### src/hw/slr_pkg.sv
// Shared constants and types for the stroke limit signal router
`default_nettype none
package slr_pkg;

	// ***************************************************************
	// Setting encodings
	// ***************************************************************
	localparam logic SRC_LOCAL = 1'h0; // Limits from local pins (default)
	localparam logic SRC_CTRL = 1'h1; // Limits from controller flags
	localparam logic DIR_CCW_UP = 1'h0; // CCW rotation raises the address
	localparam logic DIR_CW_UP = 1'h1; // CW rotation raises the address

	// ***************************************************************
	// Reset values
	// ***************************************************************
	localparam logic RST_LIMIT = 1'h1; // Limits applied until inputs settle
	localparam logic RST_WARN = 1'h0; // No warning after reset

	// ***************************************************************
	// Operating modes of the drive
	// ***************************************************************
	typedef enum logic [1:0] {
		SLR_MODE_POS,
		SLR_MODE_VEL,
		SLR_MODE_TRQ
	} slr_mode_t;

endpackage
`default_nettype wire

### src/hw/slr_sync.sv
`timescale 1ns/1ns
`default_nettype none
// ***************************************************************
// Three-stage pin synchroniser; output moves when stages 2 and 3 agree
// ***************************************************************
module slr_sync (
	input wire logic clk,
	input wire logic rst_b,
	input wire logic pin_in,
	output logic level_q
);
	logic s1_q; // First stage, read only by s2_q
	logic s2_q; // Second stage
	logic s3_q; // Third stage

	// Shift chain; reset to open contact so the limit stays applied
	always_ff @(posedge clk or negedge rst_b) begin
		if (!rst_b) begin
			s1_q <= 1'h0;
			s2_q <= 1'h0;
			s3_q <= 1'h0;
		end else begin
			s1_q <= pin_in;
			s2_q <= s1_q;
			s3_q <= s2_q;
		end
	end

	// Accept a new level only once two stages agree
	always_ff @(posedge clk or negedge rst_b) begin
		if (!rst_b) begin
			level_q <= 1'h0;
		end else if (s2_q == s3_q) begin
			level_q <= s3_q;
		end
	end
endmodule
`default_nettype wire

### src/hw/slr_router.sv
`timescale 1ns/1ns
`default_nettype none
// Function
// - Upper limit blocks address-increasing motion
// - Lower limit blocks address-decreasing motion
// - Forward stroke end blocks CCW rotation
// - Reverse stroke end blocks CW rotation
// - Source setting 0 uses local pins
// - Source setting 1 uses controller flags
// - Direction 0: forward to upper, reverse lower
// - Direction 1: reverse to upper, forward lower
// - Automatic-on makes stroke ends always on
// - Stroke-end inputs active low, normally closed
// - Active limit raises warning and stops motor
// - Ignore limits in torque, except pole detection
module slr_router (
	input wire logic clk,
	input wire logic rst_b,
	input wire logic forward_stroke_end_n, // Local pin, on = closed = released
	input wire logic reverse_stroke_end_n, // Local pin, on = closed = released
	input wire logic ctrl_upper_limit, // Controller flag, high = limit applied
	input wire logic ctrl_lower_limit, // Controller flag, high = limit applied
	input wire logic sensor_source_setting, // 0 local pins, 1 controller
	input wire logic travel_direction_setting, // 0 CCW up, 1 CW up
	input wire logic auto_on_setting, // Stroke ends forced on
	input wire slr_pkg::slr_mode_t ctrl_mode, // Present control mode
	input wire logic pole_detect_active, // Linear motor pole detection running
	output logic upper_limit_flag, // Reported upper limit
	output logic lower_limit_flag, // Reported lower limit
	output logic block_ccw, // Inhibit CCW rotation
	output logic block_cw, // Inhibit CW rotation
	output logic block_addr_up, // Inhibit address-increasing motion
	output logic block_addr_down, // Inhibit address-decreasing motion
	output logic warn_forward, // Warning: forward stroke end detected
	output logic warn_reverse, // Warning: reverse stroke end detected
	output logic warn_upper, // Warning: controller upper limit detected
	output logic warn_lower, // Warning: controller lower limit detected
	output logic stop_req // Stop motor by configured method
);

	// ***************************************************************
	// Input conditioning
	// ***************************************************************
	logic fwd_pin_q; // Synchronised forward pin level
	logic rev_pin_q; // Synchronised reverse pin level

	slr_sync u_sync_fwd (
		.clk(clk),
		.rst_b(rst_b),
		.pin_in(forward_stroke_end_n),
		.level_q(fwd_pin_q)
	);

	slr_sync u_sync_rev (
		.clk(clk),
		.rst_b(rst_b),
		.pin_in(reverse_stroke_end_n),
		.level_q(rev_pin_q)
	);

	// ***************************************************************
	// Combinational limit mapping
	// ***************************************************************
	logic limits_on; // Stroke limits honoured in this mode
	logic fwd_act; // Forward limit applied (rotation frame)
	logic rev_act; // Reverse limit applied (rotation frame)
	logic up_act; // Upper limit applied (address frame)
	logic dn_act; // Lower limit applied (address frame)
	logic ccw_d;
	logic cw_d;
	logic up_d;
	logic dn_d;

	// ***************************************************************
	// Setting decoders
	// ***************************************************************
	// True while the local pins are the limit source
	function automatic logic src_is_local(input logic src);
		return src == slr_pkg::SRC_LOCAL;
	endfunction

	// True while CCW rotation raises the positioning address
	function automatic logic dir_ccw_up(input logic dir);
		return dir == slr_pkg::DIR_CCW_UP;
	endfunction

	// Maps between rotation and address frames
	always_comb begin
		// Torque mode ignores limits except while pole detection runs
		limits_on = (ctrl_mode != slr_pkg::SLR_MODE_TRQ) || pole_detect_active;
		if (src_is_local(sensor_source_setting)) begin
			// Open contact applies the limit; auto-on forces closed
			fwd_act = !fwd_pin_q && !auto_on_setting;
			rev_act = !rev_pin_q && !auto_on_setting;
			if (dir_ccw_up(travel_direction_setting)) begin
				up_act = fwd_act;
				dn_act = rev_act;
			end else begin
				up_act = rev_act;
				dn_act = fwd_act;
			end
		end else begin
			// Controller flags; local pins play no part
			up_act = ctrl_upper_limit;
			dn_act = ctrl_lower_limit;
			if (dir_ccw_up(travel_direction_setting)) begin
				fwd_act = up_act;
				rev_act = dn_act;
			end else begin
				fwd_act = dn_act;
				rev_act = up_act;
			end
		end
		ccw_d = limits_on && fwd_act;
		cw_d = limits_on && rev_act;
		up_d = limits_on && up_act;
		dn_d = limits_on && dn_act;
	end

	// ***************************************************************
	// Registered outputs
	// ***************************************************************
	// Reported flags follow the mapped address-frame state
	always_ff @(posedge clk or negedge rst_b) begin
		if (!rst_b) begin
			upper_limit_flag <= slr_pkg::RST_LIMIT;
			lower_limit_flag <= slr_pkg::RST_LIMIT;
		end else begin
			upper_limit_flag <= up_act;
			lower_limit_flag <= dn_act;
		end
	end

	// Motion inhibits in both frames
	always_ff @(posedge clk or negedge rst_b) begin
		if (!rst_b) begin
			block_ccw <= slr_pkg::RST_LIMIT;
			block_cw <= slr_pkg::RST_LIMIT;
			block_addr_up <= slr_pkg::RST_LIMIT;
			block_addr_down <= slr_pkg::RST_LIMIT;
		end else begin
			block_ccw <= ccw_d;
			block_cw <= cw_d;
			block_addr_up <= up_d;
			block_addr_down <= dn_d;
		end
	end

	// Warnings name the detected signal; stop while any is applied
	always_ff @(posedge clk or negedge rst_b) begin
		if (!rst_b) begin
			warn_forward <= slr_pkg::RST_WARN;
			warn_reverse <= slr_pkg::RST_WARN;
			warn_upper <= slr_pkg::RST_WARN;
			warn_lower <= slr_pkg::RST_WARN;
			stop_req <= slr_pkg::RST_WARN;
		end else begin
			warn_forward <= ccw_d && src_is_local(sensor_source_setting);
			warn_reverse <= cw_d && src_is_local(sensor_source_setting);
			warn_upper <= up_d && !src_is_local(sensor_source_setting);
			warn_lower <= dn_d && !src_is_local(sensor_source_setting);
			stop_req <= ccw_d || cw_d;
		end
	end
endmodule
`default_nettype wire

### config.mk
export PLATFORM = sky130hd
export DESIGN_NAME = slr_router
export DESIGN_NICKNAME = d
export VERILOG_FILES = /design/src/hw/slr_pkg.sv /design/src/hw/slr_sync.sv /design/src/hw/slr_router.sv
export SDC_FILE = /design/constraint.sdc
export NUM_CORES = 1
export LEC_CHECK = 0
export BUFFER_PORTS_ARGS = -buffer_cell sky130_fd_sc_hd__buf_2
export CAP_MARGIN = 0
export CORE_ASPECT_RATIO = 0.7
export CORE_MARGIN = 2
export CORE_UTILIZATION = 28
export CTS_CLUSTER_DIAMETER = 50
export DETAILED_ROUTE_END_ITERATION = 10
export PLACE_DENSITY = 0.46
export REMOVE_ABC_BUFFERS = 1
export SYNTH_ARGS = -nofsm -noshare
export SYNTH_HDL_FRONTEND = slang
export SYNTH_HIERARCHICAL = 1
export SYNTH_SLANG_ARGS = --single-unit
### constraint.sdc
create_clock -name clk -period 1.3 [get_ports clk]
set_clock_uncertainty 0.05 [all_clocks]
set_input_delay 0.26 -clock clk [delete_from_list [all_inputs] [get_ports clk]]
set_output_delay 0.26 -clock clk [all_outputs]
set_load 0.02 [all_outputs]
==> results.md <==
* Internal Power at 846.1 µW
* Largest stage delay on the critical path at roughly 0.53 ns
* Cell area after placement at between 800 and 900 µm²
* Mapped Area at around 690 µm²
* Sw Ratio at approximately a quarter
* Clock slew at reported path FFs at around 0.10 ns
* Worst skew pair latency at 0.29 ns
* Final Net Count at 88
* Final Critical Period at 1.250 ns
* Area Overhead vs Synth at 34.06%
* Critical-path maximum fanout at 1
* WS Path Type: reg2out
* Share of layout cells above drive strength 1 at a little over half
* Die outline height at between 40 and 50 µm
* # port buffers at 22
* CP Data Required Time at ~0.99 ns
* Post-Syn Area per Cell at approximately 15 µm²
* ANT cells at 0
* CTS tree: yes
* Finished Core Util at 38.54%
* Crit path cell chain: buf_4
* Setup crit end kind: output port
* CTS sink count at 19
* Leading cell types in the layout, fill and taps excluded: buf_2, dfrtp_1, dfstp_2, nor2_1, buf_4
* DRC viols at 0
* Grt total ovfl at 0
* Die Wd at roughly 63 µm
* Die area at 2886 µm²
* Buf/Inv on CP at 1
* Maximum VDD drop at ~0.56 mV
* Core Region at around 2400 µm²
* Critical-path cell with the highest stage delay: dfstp_2
* Max Clk Rate at 800.0 MHz
* Routability Congestion at roughly 0.74
* Largest net degree at the start of global routing at 20
* Core Rows at 15
* DRT Pass-1 Iters at 4
* I/O pin cnt at 23
* Seq cells post-synth at 19
* Pleak at about 0.00044 µW
* Crit-path leading delay family: flip-flops
* CTS HTree Levels at 1
* Initial antenna violation count at 0
* Reg power frac at about three fifths
* PwrDens at between 1000 and 1500 nW/µm²
* Worst-Margin Slew at roughly 0.39 ns
* Vias per inst at just over 4
* Yosys warning count at 6
* Initial Utilization at 28.75%
* Post-synthesis cell count at 46
* Hold/Removal Path Class: in2reg
* Final worst slack at about 0.050 ns
* Switching pwr at ~280 µW
* Max Cap Violations at 0
* Final hold vios at 0
* Post-synthesis cell type count at 15
* Final setup violation count at 0
* DP HPWL at roughly 860 µm
* Gr usage total at a little under a tenth
* Relative max-transition margin at about three quarters
* Max Buffers Root-to-Sink at 2
* Most common cell after layout, fill and taps aside: buf_2
* Period utilisation layout at 96.16%
* Clock share of power at around 25%
* Routed vias at roughly 450
* Post-Route WL at approximately 1.1 mm
* Dpl cells at just over 100
* Global-route wire length before repair at 1.925 mm
* Initial drt markers at 1
* CTS buffer count at 3
* Status: complete, no violations
* Setup bufs post-CTS at 0
* Seq/Total Area, Yosys at between 60 and 70%
* Setup Slack @ Placement at 0.1789 ns
* Final setup TNS at 0 ns
* Final Max Tran Viols at 0
* Avg WL per Cell at 10.39 µm
* Design area at 925.9 µm²
* Critical Path Start Type: flop
* Final ANT Viol Nets at 0
* Worst Path Arrival at around 0.94 ns
* Vias in the first global route at about 420
* Non-Filler Instances at about 110
* Root Driver: clkbuf_4
* Logic pwr share at ~16%
==> tightest hold or removal path, stage by stage <==
cell	delay, ns
buf_2	0.10
nor3b_4	0.06
nor2_1	0.11
==> registers in the layout, indices dropped and copies added (netlist names) <==
register / flops
block_addr_down: 1
block_addr_up: 1
block_ccw: 1
block_cw: 1
lower_limit_flag: 1
stop_req: 1
u_sync_fwd/level_q: 1
u_sync_fwd/s1_q: 1
u_sync_fwd/s2_q: 1
u_sync_fwd/s3_q: 1
u_sync_rev/level_q: 1
u_sync_rev/s1_q: 1
u_sync_rev/s2_q: 1
u_sync_rev/s3_q: 1
upper_limit_flag: 1
warn_forward: 1
warn_lower: 1
warn_reverse: 1
warn_upper: 1
==> power groups by stage <==
stage / Sequential (µW) / Clock (µW) / Combinational, µW
detailed placement: 675 / 0 / 163
finish: 665 / 280 / 180
floorplan: 709 / 0 / 52.8
global route: 671 / 329 / 199
CTS: 663 / 302 / 166
global placement: 673 / 0 / 163
==> per-layer routing <==
metal  up-vias  share of wire (%)  wire, µm  global-route usage [%]
met5         -                  0         0                       0
li1        217                  -         -                       -
met3         2                5.6        63                   5.198
met2        12                 49       554                   14.32
met1       214                 44       502                   11.41
met4         0               0.88        10                   2.609
==> area by class of cell <==
type,count,area [µm²]
clock buffers,3,22.52
clock inverters,1,5.005
fillers,242,1476
multi-input cells,26,202.7
flip-flops and latches,19,483.0
well taps,34,42.54
repair buffers,26,170.2
==> through the flow <==
step	hold WS, ns	power, µW
2_1_floorplan	-0.08559	762.2
3_3_place_gp	0.1576	835.5
3_5_place_dp	0.1617	837.7
4_1_cts	0.003460	1131
5_1_grt	0.2323	1199
6_report	0.2232	1125
==> synthesized netlist by cell type <==
master,n,share of area [%]
and3b_1,2,2.5
dfstp_2,6,23
mux2_2,2,3.3
nor2b_4,1,2.0
nor2_1,5,2.7
dfrtp_1,13,47
clkbuf_2,1,0.72
a21oi_1,3,2.2
a22o_1,2,2.5
a211oi_1,1,1.1
nor2b_1,3,2.7
maj3_2,2,3.3
nor3b_4,1,2.7
nor3_1,2,1.4
mux2i_1,2,2.9
==> cells by family (layout without fill, tap and decap cells) <==
| group | after synthesis | in the layout | share of synthesized area (%) |
|---|---|---|---|
| AO/OA/AOI/OAI | 6 | 6 | 5.797 |
| adder cells (fa/ha/maj) | 2 | 2 | 3.261 |
| buffers and inverters | 1 | 30 | 0.7239 |
| flip-flops | 19 | 19 | 69.93 |
| multiplexers | 4 | 4 | 6.159 |
| AND/OR/NAND/NOR | 14 | 14 | 14.13 |
==> what timing repair did <==
action	4_1_cts	5_1_grt
hold endpoints to repair	13	2
gates resized for setup	0	8
endpoints found under the setup margin	0	6
hold buffers	1	2
==> final timing paths <==
path,slack (ns),endpoint,cells past startpoint,start
hold / removal,0.22,block_ccw,3,ctrl_mode[0]
setup / recovery,0.05,lower_limit_flag,1,lower_limit_flag
max in group asynchronous,0.51,block_cw,2,rst_b
setup reg to reg,0.27,block_addr_up,3,u_sync_rev/level_q
hold reg to reg,0.31,u_sync_rev/s2_q,0,u_sync_rev/s1_q
min in group asynchronous,0.38,stop_req,2,rst_b
No activity file was read; power rests on OpenSTA's default activity.
